### src/hw/dps_pkg.sv
package dps_pkg;

   // Width of a fault code and of the process-data control word.
   localparam int FAULT_W = 8;
   localparam int CW_W    = 16;

   // Control word bit positions.
   localparam int CW_SO = 0;
   localparam int CW_EV = 1;
   localparam int CW_QS = 2;
   localparam int CW_EO = 3;
   localparam int CW_FR = 7;

   // Register bus width and offsets.
   localparam int ADDR_W = 4;
   localparam int DATA_W = 16;
   localparam logic [ADDR_W-1:0] REG_CTRL   = 4'h0;
   localparam logic [ADDR_W-1:0] REG_STATE  = 4'h1;
   localparam logic [ADDR_W-1:0] REG_IRQ_ST = 4'h2;
   localparam logic [ADDR_W-1:0] REG_IRQ_MK = 4'h3;
   localparam logic [ADDR_W-1:0] REG_FAULT  = 4'h4;

   // Control register fields.
   localparam int CTRL_NETMODE = 0;
   localparam int CTRL_PORTSEL = 1;
   localparam int CTRL_SRC0    = 2;
   localparam int CTRL_POSCTL  = 3;
   localparam int CTRL_QSUNUSE = 4;
   localparam int CTRL_STOPASG = 5;
   localparam int CTRL_W       = 6;
   localparam logic [CTRL_W-1:0] CTRL_RST = 6'h00;

   // Interrupt status bit positions.
   localparam int IRQ_STATE  = 0;
   localparam int IRQ_FAULT  = 1;
   localparam int IRQ_REJECT = 2;
   localparam int IRQ_W      = 3;
   localparam logic [IRQ_W-1:0] IRQ_MASK_RST = 3'h0;

   // Severe fault codes that survive a fault reset (arbitrary encodings).
   localparam int N_SEVERE = 4;
   localparam logic [FAULT_W-1:0] SEVERE_CODES [N_SEVERE] = '{8'h10, 8'h11, 8'h20, 8'h21};

   // Initialization time after reset.
   localparam int CLK_HZ      = 25_000_000;
   localparam int INIT_US     = 100;
   localparam int INIT_CYCLES = (CLK_HZ / 1_000_000) * INIT_US;
   localparam int INIT_CNT_W  = 12;

   typedef enum logic [3:0] {
      ST_NOT_READY  = 4'h0,
      ST_SW_DIS     = 4'h1,
      ST_READY      = 4'h2,
      ST_SWITCHED   = 4'h3,
      ST_OP_EN      = 4'h4,
      ST_QSTOP      = 4'h5,
      ST_FAULT_REAC = 4'h6,
      ST_FAULT      = 4'h7
   } dps_state_e;

   typedef enum logic [2:0] {
      CMD_NONE     = 3'h0,
      CMD_SHUTDOWN = 3'h1,
      CMD_SWITCHON = 3'h2,
      CMD_DISVOLT  = 3'h3,
      CMD_QSTOP    = 3'h4,
      CMD_DISOP    = 3'h5,
      CMD_ENOP     = 3'h6
   } dps_cmd_e;

endpackage

### src/hw/dps_cmd_if.sv
`timescale 1ns/1ps
interface dps_cmd_if;
   import dps_pkg::*;
   logic [CW_W-1:0] cw;
   logic            cw_valid;
   dps_cmd_e        cmd;
   logic            fault_reset;

   modport decoder (input cw, input cw_valid, output cmd, output fault_reset);
   modport core    (output cw, output cw_valid, input cmd, input fault_reset);
endinterface

### src/hw/dps_core.sv
// Functional notes
// - After reset the drive sits in not-ready-to-switch-on with the output shut off.
// - When initialization ends the drive moves alone to switch-on-disabled.
// - Enable operation is refused while the drive-ready output is off.
// - Disable operation leaves operation-enabled only once stopped and not braking or pre-exciting.
// - Operation-enabled is also left when the drive-ready output drops.
// - Disable voltage or quick stop from ready or switched-on goes to switch-on-disabled.
// - Quick stop enters quick-stop-active unless unused with a stop input assigned.
// - Under position control quick-stop-active ends when busy drops or on disable voltage.
// - Otherwise quick-stop-active ends once stopped and not braking or pre-exciting.
// - Quick-stop-active also ends when an emergency stop completes.
// - A fault reset clears the protection and moves fault to switch-on-disabled.
// - Severe fault codes are not cleared by a fault reset.
// - Cancelling transitions drop servo-on or run-start.
// - Any failed enabling condition forces switch-on-disabled.
`timescale 1ns/1ps
module dps_core
   import dps_pkg::*;
#(
   parameter int INIT_COUNT = INIT_CYCLES
)(
   input  wire logic              clock,
   input  wire logic              rst,
   input  wire logic [CW_W-1:0]   pdo_cw,
   input  wire logic              pdo_cw_valid,
   input  wire logic [CW_W-1:0]   sdo_cw,
   input  wire logic              sdo_cw_valid,
   input  wire logic              init_done_in,
   input  wire logic              output_permit,
   input  wire logic              motor_stopped,
   input  wire logic              dc_brake_active,
   input  wire logic              pre_excite_active,
   input  wire logic              positioning_busy,
   input  wire logic              estop_complete,
   input  wire logic              fault_detect,
   input  wire logic [FAULT_W-1:0] fault_code_in,
   input  wire logic [ADDR_W-1:0] reg_addr,
   input  wire logic [DATA_W-1:0] reg_wdata,
   input  wire logic              reg_wr,
   input  wire logic              reg_rd,
   output logic [DATA_W-1:0]      reg_rdata,
   output logic [3:0]             state_out,
   output logic                   drive_ready_output,
   output logic                   servo_on_input,
   output logic                   run_start,
   output logic                   quick_stop_req,
   output logic                   protect_reset,
   output logic                   irq
);

   // Elaboration stops when the start-up count does not fit its counter.
   if (INIT_COUNT < 1 || INIT_COUNT >= (1 << INIT_CNT_W)) begin : g_bad_init
      $error("INIT_COUNT out of range");
   end

   dps_cmd_if cif ();

   // Service-data words are deliberately not connected to the decoder.
   assign cif.cw       = pdo_cw;
   assign cif.cw_valid = pdo_cw_valid;

   dps_cmd_decode u_dec (
      .clock (clock),
      .rst   (rst),
      .cif   (cif)
   );

   function automatic logic is_severe(input logic [FAULT_W-1:0] code);
      logic hit;
      hit = 1'b0;
      for (int i = 0; i < N_SEVERE; i++) begin
         if (code == SEVERE_CODES[i]) begin
            hit = 1'b1;
         end
      end
      return hit;
   endfunction

   dps_state_e            st_r, st_nxt;
   logic [INIT_CNT_W-1:0] init_cnt_r, init_cnt_nxt;
   logic [CTRL_W-1:0]     ctrl_r, ctrl_nxt;
   logic [IRQ_W-1:0]      irq_st_r, irq_st_nxt;
   logic [IRQ_W-1:0]      irq_mk_r, irq_mk_nxt;
   logic [FAULT_W-1:0]    fault_r, fault_nxt;
   logic                  ready_r, ready_nxt;
   logic                  servo_r, servo_nxt;
   logic                  run_r, run_nxt;
   logic                  qs_r, qs_nxt;
   logic                  prst_r, prst_nxt;
   logic [DATA_W-1:0]     rdata_r, rdata_nxt;
   logic                  enabled;
   logic                  stopped_ok;
   logic                  rejected;
   logic [IRQ_W-1:0]      ev;
   logic                  qs_blocked;
   logic                  irq_r, irq_nxt;

   assign enabled = ctrl_r[CTRL_NETMODE] && ctrl_r[CTRL_PORTSEL] && ctrl_r[CTRL_SRC0];
   assign stopped_ok = motor_stopped && !dc_brake_active && !pre_excite_active;
   // A blocked quick stop falls through, so a drive-ready drop still leaves operation.
   assign qs_blocked = ctrl_r[CTRL_QSUNUSE] && ctrl_r[CTRL_STOPASG];

   always_comb begin
      st_nxt       = st_r;
      init_cnt_nxt = init_cnt_r;
      fault_nxt    = fault_r;
      prst_nxt     = 1'b0;
      rejected     = 1'b0;
      if (init_cnt_r != '0) begin
         init_cnt_nxt = init_cnt_r - 1'b1;
      end
      if (fault_detect && st_r != ST_FAULT && st_r != ST_FAULT_REAC) begin
         st_nxt    = ST_FAULT_REAC;
         fault_nxt = fault_code_in;
      end else begin
         unique case (st_r)
            ST_NOT_READY: begin
               if (init_cnt_r == '0 && init_done_in) begin
                  st_nxt = ST_SW_DIS;
               end
            end
            ST_SW_DIS: begin
               if (enabled && cif.cmd == CMD_SHUTDOWN) begin
                  st_nxt = ST_READY;
               end else if (enabled && cif.cmd == CMD_SWITCHON) begin
                  st_nxt = ST_SWITCHED;
               end else if (enabled && cif.cmd == CMD_ENOP) begin
                  if (ready_r) begin
                     st_nxt = ST_OP_EN;
                  end else begin
                     rejected = 1'b1;
                  end
               end
            end
            ST_READY: begin
               if (!enabled || cif.cmd == CMD_DISVOLT || cif.cmd == CMD_QSTOP) begin
                  st_nxt = ST_SW_DIS;
               end else if (cif.cmd == CMD_SWITCHON) begin
                  st_nxt = ST_SWITCHED;
               end else if (cif.cmd == CMD_ENOP) begin
                  if (ready_r) begin
                     st_nxt = ST_OP_EN;
                  end else begin
                     rejected = 1'b1;
                  end
               end
            end
            ST_SWITCHED: begin
               if (!enabled || cif.cmd == CMD_DISVOLT || cif.cmd == CMD_QSTOP) begin
                  st_nxt = ST_SW_DIS;
               end else if (cif.cmd == CMD_SHUTDOWN) begin
                  st_nxt = ST_READY;
               end else if (cif.cmd == CMD_ENOP) begin
                  if (ready_r) begin
                     st_nxt = ST_OP_EN;
                  end else begin
                     rejected = 1'b1;
                  end
               end
            end
            ST_OP_EN: begin
               if (!enabled || cif.cmd == CMD_DISVOLT) begin
                  st_nxt = ST_SW_DIS;
               end else if (cif.cmd == CMD_QSTOP && !qs_blocked) begin
                  st_nxt = ST_QSTOP;
               end else if (cif.cmd == CMD_SHUTDOWN) begin
                  st_nxt = ST_READY;
               end else if (!ready_r) begin
                  st_nxt = ST_SWITCHED;
               end else if (cif.cmd == CMD_SWITCHON && stopped_ok) begin
                  st_nxt = ST_SWITCHED;
               end
            end
            ST_QSTOP: begin
               if (!enabled || cif.cmd == CMD_DISVOLT || estop_complete) begin
                  st_nxt = ST_SW_DIS;
               end else if (ctrl_r[CTRL_POSCTL] && !positioning_busy) begin
                  st_nxt = ST_SW_DIS;
               end else if (!ctrl_r[CTRL_POSCTL] && stopped_ok) begin
                  st_nxt = ST_SW_DIS;
               end
            end
            ST_FAULT_REAC: begin
               st_nxt = ST_FAULT;
            end
            ST_FAULT: begin
               if (cif.fault_reset && !is_severe(fault_r)) begin
                  st_nxt    = ST_SW_DIS;
                  fault_nxt = '0;
                  prst_nxt  = 1'b1;
               end
            end
            default: begin
               st_nxt = ST_NOT_READY;
            end
         endcase
      end
   end

   // Output and run control follow the next state so they change with it.
   always_comb begin
      ready_nxt = (st_nxt == ST_SWITCHED || st_nxt == ST_OP_EN || st_nxt == ST_QSTOP)
                  && output_permit;
      qs_nxt    = (st_nxt == ST_QSTOP);
      servo_nxt = (st_nxt == ST_OP_EN) && ctrl_r[CTRL_POSCTL];
      run_nxt   = (st_nxt == ST_OP_EN) && !ctrl_r[CTRL_POSCTL];
   end

   // A status bit set by an event in the same cycle as its clear stays set.
   always_comb begin
      ev             = '0;
      ev[IRQ_STATE]  = (st_nxt != st_r);
      ev[IRQ_FAULT]  = (st_nxt == ST_FAULT_REAC) && (st_r != ST_FAULT_REAC);
      ev[IRQ_REJECT] = rejected;
   end

   always_comb begin
      ctrl_nxt   = ctrl_r;
      irq_mk_nxt = irq_mk_r;
      irq_st_nxt = irq_st_r;
      rdata_nxt  = '0;
      if (reg_wr) begin
         unique case (reg_addr)
            REG_CTRL:   ctrl_nxt   = reg_wdata[CTRL_W-1:0];
            REG_IRQ_ST: irq_st_nxt = irq_st_r & ~reg_wdata[IRQ_W-1:0];
            REG_IRQ_MK: irq_mk_nxt = reg_wdata[IRQ_W-1:0];
            default: begin
            end
         endcase
      end
      irq_st_nxt = irq_st_nxt | ev;
      irq_nxt    = |(irq_st_nxt & irq_mk_nxt);
      if (reg_rd) begin
         unique case (reg_addr)
            REG_CTRL:   rdata_nxt = {{(DATA_W-CTRL_W){1'b0}}, ctrl_r};
            REG_STATE:  rdata_nxt = {{(DATA_W-4){1'b0}}, st_r};
            REG_IRQ_ST: rdata_nxt = {{(DATA_W-IRQ_W){1'b0}}, irq_st_r};
            REG_IRQ_MK: rdata_nxt = {{(DATA_W-IRQ_W){1'b0}}, irq_mk_r};
            REG_FAULT:  rdata_nxt = {{(DATA_W-FAULT_W){1'b0}}, fault_r};
            default:    rdata_nxt = '0;
         endcase
      end
   end

   always_ff @(posedge clock) begin
      if (rst) begin
         st_r       <= ST_NOT_READY;
         init_cnt_r <= INIT_CNT_W'(INIT_COUNT);
         fault_r    <= '0;
         prst_r     <= 1'b0;
      end else begin
         st_r       <= st_nxt;
         init_cnt_r <= init_cnt_nxt;
         fault_r    <= fault_nxt;
         prst_r     <= prst_nxt;
      end
   end

   always_ff @(posedge clock) begin
      if (rst) begin
         ready_r    <= 1'b0;
         servo_r    <= 1'b0;
         run_r      <= 1'b0;
         qs_r       <= 1'b0;
      end else begin
         ready_r    <= ready_nxt;
         servo_r    <= servo_nxt;
         run_r      <= run_nxt;
         qs_r       <= qs_nxt;
      end
   end

   // Register port, sticky status and the level interrupt.
   always_ff @(posedge clock) begin
      if (rst) begin
         ctrl_r     <= CTRL_RST;
         irq_st_r   <= '0;
         irq_mk_r   <= IRQ_MASK_RST;
         rdata_r    <= '0;
         irq_r      <= 1'b0;
      end else begin
         ctrl_r     <= ctrl_nxt;
         irq_st_r   <= irq_st_nxt;
         irq_mk_r   <= irq_mk_nxt;
         rdata_r    <= rdata_nxt;
         irq_r      <= irq_nxt;
      end
   end

   assign reg_rdata          = rdata_r;
   assign state_out          = st_r;
   assign drive_ready_output = ready_r;
   assign servo_on_input     = servo_r;
   assign run_start          = run_r;
   assign quick_stop_req     = qs_r;
   assign protect_reset      = prst_r;
   assign irq                = irq_r;

endmodule

### src/hw/dps_cmd_decode.sv
`timescale 1ns/1ps
module dps_cmd_decode
   import dps_pkg::*;
(
   input  wire logic   clock,
   input  wire logic   rst,
   dps_cmd_if.decoder  cif
);

   logic fr_prev_r;
   logic fr_prev_nxt;

   always_comb begin
      fr_prev_nxt = cif.cw_valid ? cif.cw[CW_FR] : fr_prev_r;
   end

   always_ff @(posedge clock) begin
      if (rst) begin
         fr_prev_r <= 1'b0;
      end else begin
         fr_prev_r <= fr_prev_nxt;
      end
   end

   // Fault reset acts on the 0 to 1 edge of its bit.
   assign cif.fault_reset = cif.cw_valid && cif.cw[CW_FR] && !fr_prev_r;

   always_comb begin
      cif.cmd = CMD_NONE;
      if (cif.cw_valid && !cif.cw[CW_FR]) begin
         if (!cif.cw[CW_EV]) begin
            cif.cmd = CMD_DISVOLT;
         end else if (!cif.cw[CW_QS]) begin
            cif.cmd = CMD_QSTOP;
         end else if (!cif.cw[CW_SO]) begin
            cif.cmd = CMD_SHUTDOWN;
         end else if (cif.cw[CW_EO]) begin
            cif.cmd = CMD_ENOP;
         end else begin
            cif.cmd = CMD_SWITCHON;
         end
      end
   end

endmodule

### config.mk
export PLATFORM = sky130hd
export DESIGN_NAME = dps_core
export DESIGN_NICKNAME = d
export VERILOG_FILES = /design/src/hw/dps_pkg.sv /design/src/hw/dps_cmd_if.sv /design/src/hw/dps_core.sv /design/src/hw/dps_cmd_decode.sv
export SDC_FILE = /design/constraint.sdc
export NUM_CORES = 1
export LEC_CHECK = 0
export ABC_AREA = 1
export BUFFER_PORTS_ARGS = -buffer_cell sky130_fd_sc_hd__buf_2
export CORE_ASPECT_RATIO = 1.25
export CORE_MARGIN = 2
export CORE_UTILIZATION = 30
export DETAILED_ROUTE_END_ITERATION = 10
export PLACE_DENSITY_LB_ADDON = 0.15
export SLEW_MARGIN = 20
export SYNTH_ARGS = -nofsm -noshare
export SYNTH_HDL_FRONTEND = slang
export SYNTH_SLANG_ARGS = --single-unit
export TNS_END_PERCENT = 5
### constraint.sdc
create_clock -name clock -period 2.4 [get_ports clock]
set_input_delay 0.12 -clock clock [delete_from_list [all_inputs] [get_ports clock]]
set_output_delay 0.12 -clock clock [all_outputs]
set_load 0.1 [all_outputs]
After elaboration in Yosys (flattened, before gate mapping)
Index checks and enable logic that the tools add are counted.
- add/subtract/negate cells: 1
- equality and inequality tests: 27
- muxes and demuxes: 52
- bitwise operators: 6
- reduce and logical (&&, ||, !) cells: 48
- operators by type and width (cell ; number):
    $mux W4 ; 20
    $pmux W8 S5 ; 1
    $eq A4 B3 Y1 const B ; 8
    $pmux W4 S8 ; 1
    $mux W3 ; 9
    $mux W8 ; 3
    $logic_and A1 B1 Y1 ; 23
    $eq A4 B2 Y1 const B ; 5
    $mux W1 ; 17
    $eq A8 B5 Y1 const B ; 2
    $eq A8 B6 Y1 const B ; 2
    $logic_not A12 Y1 ; 1
    $reduce_bool A12 Y1 ; 1
    $sub A12 B1 Y12 const B ; 1
    $logic_not A1 Y1 ; 9
    $eq A4 B1 Y1 const B ; 2
    $logic_not A4 Y1 ; 2
    $ne A4 B3 Y1 const B ; 2
    $and A3 B3 Y3 ; 2
    $eq A3 B2 Y1 const B ; 2
    $eq A3 B3 Y1 const B ; 2
    $reduce_or A3 Y1 ; 2
    $logic_or A1 B1 Y1 ; 5
    $ne A4 B4 Y1 ; 1
    8 further kinds ; 11
- flip-flop bits (word level): 59
- output and inout port bits: 26
- word-level logic and storage cells: 148

Longest topological paths before layout
Gate-level depths: netlist of the first run.
- depth in word-level cells: 19
- mapped depth: 16

Modules after synthesis
A second synthesis of the first run with hierarchy kept.
- cell total of the unflattened synthesis: 408
- area total of the unflattened synthesis: 2702.6 um2
- by module, submodules not included (module ; instances ; cells an instance ; area an instance (um2) ; seq. area each (um2)):
    dps_core ; 1 ; 390 ; 2608.8 ; 1001.0
    dps_cmd_decode ; 1 ; 18 ; 93.8 ; 20.0

Worst setup path before layout of the first run
No wires, ideal clock.
- path kind: register -> register
- start: reg st_r[1], in the netlist state_out[1]
- end: reg irq_st_r[0]
- library setup time: 0.115 ns
- arrival time: 2.234 ns
- data required time: 2.285 ns
- slack: 0.051 ns
- stages on the path, launching flop included: 11
- buffers on the path: 2
- period minus slack after synthesis: 2.349 ns
- path through: dfxtp_1 buf_6 inv_1 nor2_1 inv_1 nand2_1 buf_2 nand3_1 nand2_2 nand3_2 and2_1
- word-level cells in the longest chain between the ends: 9
- elaborated cells on any way between the ends: 35
- classes of those cells: 10 x eq/ne; 21 x mux; 1 x bitwise; 3 x reduce/logical
- RTL lines (item ; line ; text):
    start, declared ; dps_core.sv:79 ; dps_state_e st_r, st_nxt;
    start signal, assigned ; dps_core.sv:252 ; st_r <= st_nxt;
    $mux W4 ; dps_core.sv:170 ; end else if (cif.cmd == CMD_SWITCHON && stopped_ok) begin
    $mux W4 ; dps_core.sv:168 ; end else if (!ready_r) begin
    $mux W4 ; dps_core.sv:166 ; end else if (cif.cmd == CMD_SHUTDOWN) begin
    $mux W4 ; dps_core.sv:164 ; end else if (cif.cmd == CMD_QSTOP && !qs_blocked) begin
    $mux W4 ; dps_core.sv:162 ; if (!enabled || cif.cmd == CMD_DISVOLT) begin
    $pmux W4 S8 ; dps_core.sv:116 ; unique case (st_r)
    $mux W4 ; dps_core.sv:112 ; if (fault_detect && st_r != ST_FAULT && st_r != ST_FAULT_REAC) begin
    $ne A4 B4 Y1 (*) ; dps_core.sv:212 ; ev[IRQ_STATE] = (st_nxt != st_r);
    $or A3 B3 Y3 (*) ; dps_core.sv:231 ; irq_st_nxt = irq_st_nxt | ev;
    end signal, assigned ; dps_core.sv:283 ; irq_st_r <= irq_st_nxt;
    end, declared ; dps_core.sv:82 ; logic [IRQ_W-1:0] irq_st_r, irq_st_nxt;
Every way passes the cells marked *; elsewhere a longest branch is shown, timed or not.
A chain may end at the register's enable or synchronous reset.

Worst setup path after layout of the first run
- start: reg init_cnt_r[0]
- end: reg irq_st_r[0]
- word-level cells in the longest chain between the ends: 7
- RTL lines (item ; line ; text):
    start, declared ; dps_core.sv:80 ; logic [INIT_CNT_W-1:0] init_cnt_r, init_cnt_nxt;
    start signal, assigned ; dps_core.sv:248 ; init_cnt_r <= INIT_CNT_W'(INIT_COUNT);
    start signal, assigned ; dps_core.sv:253 ; init_cnt_r <= init_cnt_nxt;
    $logic_not A12 Y1 ; dps_core.sv:118 ; if (init_cnt_r == '0 && init_done_in) begin
    $logic_and A1 B1 Y1 ; dps_core.sv:118 ;
    $mux W4 ; dps_core.sv:118 ;
    $pmux W4 S8 ; dps_core.sv:116 ;
    $mux W4 ; dps_core.sv:112 ;
    $ne A4 B4 Y1 ; dps_core.sv:212 ;
    $or A3 B3 Y3 ; dps_core.sv:231 ;
Every way passes these cells.

==> results.toml, run 1 <==
[route]
drt_iter0_drc = 97
drc = 0
drt_first_pass_iters = 4
vias_per_cell = 4.67
wire_per_inst_um = 12.6
vias = 2769
drt-total-wl_um = 7490
antenna_left = 0

[sta]
fmax_ghz = 0.499
hold_viol = 0
setup_viol = 0
fin_tns_setup_ns = 0
finalCritPeriodShare_pct = 83.6
fin_crit_ns = 2.01
finalMaxSlewViolations = 0
rsz0062_at_grt = "no"
skew_ns = 0.00668

[finish]
final_common_cell = "nand2_1"
fill_cells = 1009
area_growth_pct = 19.3
nNetsFinal = 544
final_cell_mix = "nand2_1 (99), inv_1 (57), buf_2 (53)"
drive_above_1_share_pct = 19.4
antenna_cells = 0
postLayoutCoreUtil_pct = 36.5

[floorplan]
core_area_um2 = 9030
rows = 39
start_util_pct = 30.5
pin_count = 100
die_h_um = 111
die_x_um = 89.8
die_area_um2 = 9980

[setup_path]
cp_num_cells = 12
crit_arrival_ns = 2.19
crit_family = "simple AND/OR/NAND/NOR gates"
crit_type = "register to register"
end_kind = "register"
startpoint_type = "register"
slowest_delay_ns = 0.38
crit_chain = "inv_1, ha_1, nand4_1, nor2_1, nand2_1, nand3_1, nor2_1, nand3_2, nand3_1, nand2_2, nand3_2, and2_1"
cp_num_buf_inv = 1
worst_path_max_delay_cell = "nor2_1"
ff2ff_path_depth = 12
cp.required_ns = 2.59
cp_max_fo = 5

[yosys]
synth.avg_cell_area_um2 = 6.71
netlist_area_um2 = 2760
synth_flop_cell = "dfxtp_1"
ys_types = 39
async_flop_share_pct = 0
netlist_instances = 411
seq_area_frac_synth_pct = 37.0
synth_warnings = 0
ys_seq_elements = 51
synth_edf_count = 0

[global_routing]
grt_overflow = 0
grt.total_usage_pct = 15.5
grt_max_degree = 23
antenna_found_initial = 0
grt_pass1_wl_um = 12600
grt_pass1_vias = 2705

[place]
place_congestion = 0.843
io_buffer_count = 53
hpwl_um = 5900

[run_status]
status = "completed"

[run]
max-cap-violations = 0

[power]
power_leakage_nw = 1.51
power_per_cell_area_nw_per_um2 = 586
vdd_drop_max_uv = 474

[clock_tree]
cts.sinks = 51
ctsLongestPathBuffers = 2
ctsHoldBuffers = 0
cts_setup_buffers = 0
cts_resized = 0
h-tree-depth = 2
clockRootBuffer = "clkbuf_16"
clk_latency_ns = 0.30
clkSlewWorstSetupHoldPaths_ns = 0.07
cts_tree = "done"
cts_buffers = 5

[hold_path]
hp-class = "input port to register"
hold_depth = 3
## through the flow
step	instances	area (µm²)	total power [mW]	setup slack [ns]	hold slack, ns
after global routing	593	3290	2.02	0.197	0.0784
final	593	3290	1.93	0.394	0.0725
after floorplan	419	2790	1.16	0.0507	0.210
after CTS	593	3290	1.95	0.415	0.0716
after global placement	585	3150	1.24	0.453	0.377
after detailed placement	585	3150	1.24	0.439	0.382
## worst reg2reg max path: stages (launching register included)
cell and delay, ns:
dfxtp_1 0.31, inv_1 0.09, ha_1 0.20, nand4_1 0.18
nor2_1 0.38, nand2_1 0.11, nand3_1 0.09, nor2_1 0.05
nand3_2 0.08, nand3_1 0.09, nand2_2 0.09, nand3_2 0.08
and2_1 0.14
## final cells by class
cell class / instances / area (µm²) / area share [%]
clock buffers: 5 / 125 / 3.80
multi-input cells: 293 / 1450 / 44.0
clock inverters: 3 / 20.0 / 0.608
inverters: 61 / 229 / 6.96
well taps: 123 / 154 / 4.68
repair buffers: 57 / 295 / 8.97
flip-flops and latches: 51 / 1020 / 31.0
## synth_stat cells, types with 3 or more instances
cell type,number,share of area [%]
a211oi_1,3,0.82
a21oi_1,29,5.3
a31oi_1,3,0.68
buf_4,8,2.2
clkbuf_1,4,0.54
dfxtp_1,51,37
inv_1,57,7.8
inv_2,3,0.41
nand2_1,99,13
nand2_2,3,0.68
nand3_1,34,6.2
nand3_2,4,1.5
nand4_1,4,0.91
nor2_1,49,6.7
nor2_2,3,0.68
nor2_4,3,1.2
nor3_1,7,1.3
nor3_2,4,1.5
o21ai_0,13,2.4
o22ai_1,7,1.6
## routing by layer
layer  GRT usage, %  up-vias  share of wire (%)
li1               -     1419                  -
met4           7.18        0                2.8
met3           3.20       16                5.1
met1           19.0     1263                 43
met2           26.2       71                 49
met5              0        -                  0
## state kept, by name, summed over array words and instances, names as in the netlist
register            flops
quick_stop_req          1
reg_rdata               8
irq                     1
irq_mk_r                3
run_start               1
servo_on_input          1
u_dec.fr_prev_r         1
protect_reset           1
init_cnt_r             12
irq_st_r                3
ctrl_r                  6
fault_r                 8
drive_ready_output      1
state_out               4
## logic make-up after synthesis
group,count (synthesis),share of synthesized area (%)
other cells,1,0.136
simple gates,219,37.3
buf+inv,75,11.6
fa+ha+maj,1,0.454
compound gates,60,12.1
xor+xnor,3,0.953
flops,51,37.0
mux,1,0.408
## power by group
part           internal [mW]  switching (mW)
Combinational         0.0825           0.231
Sequential             0.879          0.0254
Clock                  0.385           0.325
## path summary, 6_finish.rpt
kind,slack [ns],endpoint,startpoint
max,0.39,irq_st_r[0]$_SDFF_PP0_,init_cnt_r[0]$_SDFFE_PP0P_
min,0.07,fault_r[5]$_SDFFE_PP0P_,fault_code_in[5]
max reg2reg,0.39,irq_st_r[0]$_SDFF_PP0_,init_cnt_r[0]$_SDFFE_PP0P_
min reg2reg,0.41,run_start$_SDFF_PP0_,ctrl_r[3]$_SDFFE_PP0P_
No activity file was read; power rests on OpenSTA's default activity.
==> inputs of run 2 (changes only) <==
--- a/config.mk
+++ b/config.mk
@@ -5,7 +5,7 @@
 export SDC_FILE = /design/constraint.sdc
 export NUM_CORES = 1
 export LEC_CHECK = 0
-export ABC_AREA = 1
+export ABC_AREA = 0
 export BUFFER_PORTS_ARGS = -buffer_cell sky130_fd_sc_hd__buf_2
 export CORE_ASPECT_RATIO = 1.25
 export CORE_MARGIN = 2
==> constraint.sdc (replaced) <==
create_clock -name clock -period 2.1 [get_ports clock]
set_input_delay 0.105 -clock clock [delete_from_list [all_inputs] [get_ports clock]]
set_output_delay 0.105 -clock clock [all_outputs]
set_load 0.1 [all_outputs]
==> results.toml, run 2 <==
[run_status]
status = "completed"

[yosys]
ys_seq_elements = 51
synth_mux_area_share_pct = 7.12
synth.top_cell.area_share_pct = 39.5
yosysMostFrequentCell = "dfxtp_1"
synth_top_family_by_area = "simple AND/OR/NAND/NOR gates"
ys_types = 53
seq_area_frac_synth_pct = 39.5
netlist_instances = 304
synth_edf_count = 0
synth_commonest_cells = "dfxtp_1 (51), nor2_1 (40), nand2_1 (27), a21oi_1 (17), mux2i_1 (15)"
yosys.area.top_type = "dfxtp_1"
synth-adder-area-share_pct = 0.484
synthSimpleGateAreaFrac_pct = 29.7
synth_compound_area_share_pct = 15.3
netlist_area_um2 = 2580
synth.avg_cell_area_um2 = 8.50
synth_xor_area_share_pct = 2.71
synth_flop_cell = "dfxtp_1"
synth_area_leaders = "dfxtp_1 (40%), mux2i_1 (5.8%), nor2_1 (5.8%)"
async_flop_share_pct = 0
synth_warnings = 0

[global_routing]
grt_util_met2_pct = 26.2
grt_max_degree = 33
use_met1_pct = 19.9
grt_overflow = 0
grt_pass1_wl_um = 11400
grt_busiest_layer = "met2"
grt_pass1_vias = 2332
grt_use_met3_pct = 2.68
grt.total_usage_pct = 15.7
antenna_found_initial = 0

[sta]
setup_viol = 0
hold_viol = 0
fin_ws_ns = 0.125
worst_pin_slew_ns = 0.613
relSlewSlack_pct = 59.1
fmax_ghz = 0.506
finalMaxSlewViolations = 0
rsz0062_at_grt = "yes"
finalCritPeriodShare_pct = 94.1
fin_crit_ns = 1.98
skew_ns = 0.00605
whs_ns = 0.0231

[place]
placed_area_um2 = 3140
hpwl_um = 5290
place_congestion = 0.903
io_buffer_count = 53
pre_cts_ws_ns = -0.157

[hold_path]
hp-class = "input port to register"

[finish]
fill_cells = 853
design_area_um2 = 3490
final_common_cell = "buf_2"
regMostFlops = "init_cnt_r"
antenna_cells = 0
largest_reg_flops = 12
multi_input_comb_area_um2 = 1630
ff_latch_area_um2 = 1040
drive_above_1_share_pct = 33.8
final_cell_mix = "buf_2 (54), dfxtp_1 (44), nor2_1 (38)"
nNetsFinal = 464
area_growth_pct = 35.0

[setup_path]
end_kind = "register"
crit_type = "register to register"
startpoint_type = "register"
crit_chain = "inv_2, ha_4, nor2b_4, nand4_1, o311a_1, a31oi_2, o31ai_4, xor2_2, a31oi_1"
cp_num_buf_inv = 1
cp.required_ns = 2.34
slowest_delay_ns = 0.34
crit_family = "compound AO/OA/AOI/OAI gates"
cp_max_fo = 5
crit_arrival_ns = 2.22
worst_path_max_delay_cell = "o311a_1"

[floorplan]
start_util_pct = 31.2
rows = 37
core_area_um2 = 8290
die_area_um2 = 9380
die_h_um = 108
pin_count = 100
die_x_um = 87.0

[clock_tree]
h-tree-depth = 2
clkSlewWorstSetupHoldPaths_ns = 0.09
ctsLongestPathBuffers = 2
clk_latency_ns = 0.31
cts_buffers = 5
cts.sinks = 51
cts_tree = "done"
clockRootBuffer = "clkbuf_8"

[power]
vdd_drop_max_uv = 260
power_per_cell_area_nw_per_um2 = 645
power_leakage_nw = 1.53

[route]
antenna_left = 0
wire_per_inst_um = 15.0
drt_iter0_drc = 106
drt_first_pass_iters = 4
drc = 0
vias_per_cell = 5.08
drt-total-wl_um = 7310
vias = 2472

[run]
max-cap-violations = 0
==> run 2: cell count changes after synthesis, moves of 9 or more <==
cell,change
nand2_1,-72
nor2_1,-9
a21oi_1,-12
mux2i_1,+15
nand3_1,-20
inv_1,-49
==> run 2: tightest hold or removal path, cell delays in order <==
cell	delay, ns
buf_2	0.09
nand2_1	0.04
a21oi_1	0.05
==> run 2: final cells by class <==
class,instances,area share (%)
Multi-Input combinational cell,235,46.7
Sequential cell,51,29.9
Timing Repair Buffer,88,15.4
Tap cell,97,3.48
Clock buffer,7,2.80
Clock inverter,1,0.861
Inverter,8,0.861
==> run 2: kinds of logic after synthesis <==
logic type,Yosys count
xor+xnor,8
mux,18
other cells,1
fa+ha+maj,1
compound gates,56
flops,51
simple gates,143
buf+inv,26
==> run 2: routing by layer <==
layer | part of all wire (%) | routed length [µm]
met1 | 45 | 3260
met2 | 50 | 3650
met3 | 3.7 | 270
met4 | 1.8 | 131
met5 | 0 | 0
==> run 2: per-stage QoR <==
stage | utilization, % | std cells | TNS [ns] | power, mW
after global placement | 37.9 | 469 | -0.328 | 1.46
after detailed placement | 37.9 | 469 | -0.403 | 1.46
after CTS | 40.1 | 479 | 0 | 2.25
after global routing | 42.1 | 487 | -0.0239 | 2.35
after floorplan | - | 312 | 0 | 1.34
final | 42.1 | 487 | 0 | 2.25
==> run 2: where the power goes <==
part	total [mW]	switching [mW]	internal, mW
registers	1.04	0.0389	1.00
logic	0.443	0.283	0.159
clock network	0.764	0.336	0.429
total	2.25	0.658	1.59
==> run 2: final timing paths <==
| kind | start | to | slack (ns) | cells past startpoint |
|---|---|---|---|---|
| hold / removal | fault_code_in[0] | fault_r[0]$_SDFFE_PP0P_ | 0.02 | 3 |
| hold reg to reg | fault_r[0]$_SDFFE_PP0P_ | fault_r[0]$_SDFFE_PP0P_ | 0.48 | 2 |
| setup / recovery | init_cnt_r[1]$_SDFFE_PP0P_ | irq$_SDFF_PP0_ | 0.12 | 9 |
| setup reg to reg | init_cnt_r[1]$_SDFFE_PP0P_ | irq$_SDFF_PP0_ | 0.12 | 9 |
==> run 2: repair_timing <==
action,in CTS,in global routing
endpoints found under the setup margin,6,8
setup buffers,0,8
hold buffers,2,0
hold endpoints to repair,1,0
cloned,0,0
pin swaps,0,16
gates resized for setup,5,26
==> inputs of run 3 (changes only) <==
--- a/config.mk
+++ b/config.mk
@@ -5,7 +5,7 @@
 export SDC_FILE = /design/constraint.sdc
 export NUM_CORES = 1
 export LEC_CHECK = 0
-export ABC_AREA = 0
+export ABC_AREA = 1
 export BUFFER_PORTS_ARGS = -buffer_cell sky130_fd_sc_hd__buf_2
 export CORE_ASPECT_RATIO = 1.25
 export CORE_MARGIN = 2
==> results.toml, run 3 (same netlist as run 1, synthesis figures left out) <==
[finish]
antenna_cells = 0
regMostFlops = "init_cnt_r"
nNetsFinal = 546
largest_reg_flops = 12
fill_cells = 1008
final_cell_mix = "nand2_1 (99), inv_1 (57), buf_2 (53)"
area_growth_pct = 21.0
final_common_cell = "nand2_1"
drive_above_1_share_pct = 20.8

[hold_path]
min_from = "fault_code_in[6]"
hp-class = "input port to register"
hold_depth = 3
whs_endpoint = "fault_r[6]$_SDFFE_PP0P_"

[route]
drt_iter0_drc = 137
vias_per_cell = 4.63
vias = 2753
wire_per_inst_um = 12.5
antenna_left = 0
drt_first_pass_iters = 4
drc = 0
drt-total-wl_um = 7430

[clock_tree]
ctsHoldBuffers = 0
clockRootBuffer = "clkbuf_16"
ctsLongestPathBuffers = 2
cts_resized = 0
cts.sinks = 51
cts_tree = "done"
h-tree-depth = 2
clk_latency_ns = 0.29
cts_setup_buffers = 0
clkSlewWorstSetupHoldPaths_ns = 0.07
cts_buffers = 5

[sta]
worst_pin_slew_ns = 0.540
hold_viol = 0
fin_tns_setup_ns = 0
fmax_ghz = 0.528
finalCritPeriodShare_pct = 90.3
skew_ns = 0.00502
rsz0062_at_grt = "no"
relSlewSlack_pct = 63.7
finalMaxSlewViolations = 0
setup_viol = 0
fin_crit_ns = 1.90

[global_routing]
antenna_found_initial = 0
grt_pass1_vias = 2611
grt_pass1_wl_um = 12200
grt.total_usage_pct = 15.1
grt_overflow = 0
grt_max_degree = 23

[run_status]
status = "completed"

[floorplan]
die_x_um = 89.8
pin_count = 100
start_util_pct = 30.5
die_area_um2 = 9980
core_area_um2 = 9030
rows = 39
die_h_um = 111

[power]
vdd_drop_max_uv = 347
power.total_mw = 2.31
power_per_cell_area_nw_per_um2 = 694
power_leakage_nw = 1.54

[setup_path]
end_kind = "register"
r2r_end = "init_cnt_r[10]$_SDFFE_PP0P_"
crit_arrival_ns = 2.08
cp_max_fo = 6
cp.required_ns = 2.29
startpoint = "init_cnt_r[0]$_SDFFE_PP0P_"
crit_type = "register to register"
ff2ff_path_depth = 9
worst-r2r-setup-slack_ns = 0.20
r2r_start = "init_cnt_r[0]$_SDFFE_PP0P_"
startpoint_type = "register"

[place]
place_congestion = 0.893
hpwl_um = 5930
io_buffer_count = 53

[run]
max-cap-violations = 0
## run 3: changes by cell type in the layout (fill, tap and decap cells not counted), moves of 6 or more
cell / delta
nand4b_1: -6
buf_4: -24
nand3_1: +21
a21oi_1: +13
o22ai_1: +7
nand2_1: +73
o21ai_0: +6
mux2i_1: -15
nor2_1: +10
inv_1: +51
## run 3: layout make-up
type                            instances  area [µm²]  area share [%]
Timing Repair Buffer                   59         310            9.30
Tap cell                              123         154            4.61
Clock inverter                          3        43.8            1.31
Sequential cell                        51        1030            30.7
Clock buffer                            5         125            3.75
Multi-Input combinational cell        293        1450            43.4
Inverter                               61         229            6.86
## run 3: worst max path at each step
stage                                       end  slack [ns]  cells past startpoint
detailed placement  init_cnt_r[10]$_SDFFE_PP0P_        0.21                      9
finish              init_cnt_r[10]$_SDFFE_PP0P_        0.20                      9
CTS                 init_cnt_r[10]$_SDFFE_PP0P_        0.19                      9
global route        init_cnt_r[10]$_SDFFE_PP0P_       0.008                      9
floorplan                irq_st_r[0]$_SDFF_PP0_        0.01                     10
global placement         irq_st_r[0]$_SDFF_PP0_        0.23                     14
## run 3: critical path, stage by stage (launching register included)
cell and delay, ns:
dfxtp_1 0.31, inv_1 0.08, ha_1 0.19, nand4_1 0.17, or2_2 0.36, nor4_4 0.22, inv_1 0.17, nand2_1 0.12
a21oi_1 0.05, o21a_1 0.11
## run 3: report_power, final
| group | switching, mW | total (mW) | internal (mW) | leakage, nW |
|---|---|---|---|---|
| Clock | 0.360 | 0.922 | 0.562 | 0.0838 |
| Sequential | 0.0317 | 1.04 | 1.01 | 0.417 |
| Combinational | 0.260 | 0.355 | 0.0947 | 1.04 |
| Total | 0.652 | 2.31 | 1.66 | 1.54 |
## run 3: routing by layer
layer	up-vias	track usage [%]	part of all wire, %
met2	69	27.8	51
met5	-	0	0
li1	1425	-	-
met4	0	4.41	1.2
met3	5	2.45	5.3
met1	1254	18.1	43
## run 3: stage by stage
step | hold slack, ns | setup WS, ns | cell area (µm²) | util [%] | instances
6_report | 0.0620 | 0.204 | 3340 | 37.0 | 595
5_1_grt | 0.0752 | 0.00848 | 3340 | 37.0 | 595
4_1_cts | 0.0585 | 0.191 | 3330 | 36.9 | 595
3_5_place_dp | 0.364 | 0.210 | 3170 | 35.1 | 587
3_3_place_gp | 0.360 | 0.230 | 3170 | 35.1 | 587
2_1_floorplan | 0.195 | 0.0107 | 2790 | - | 419
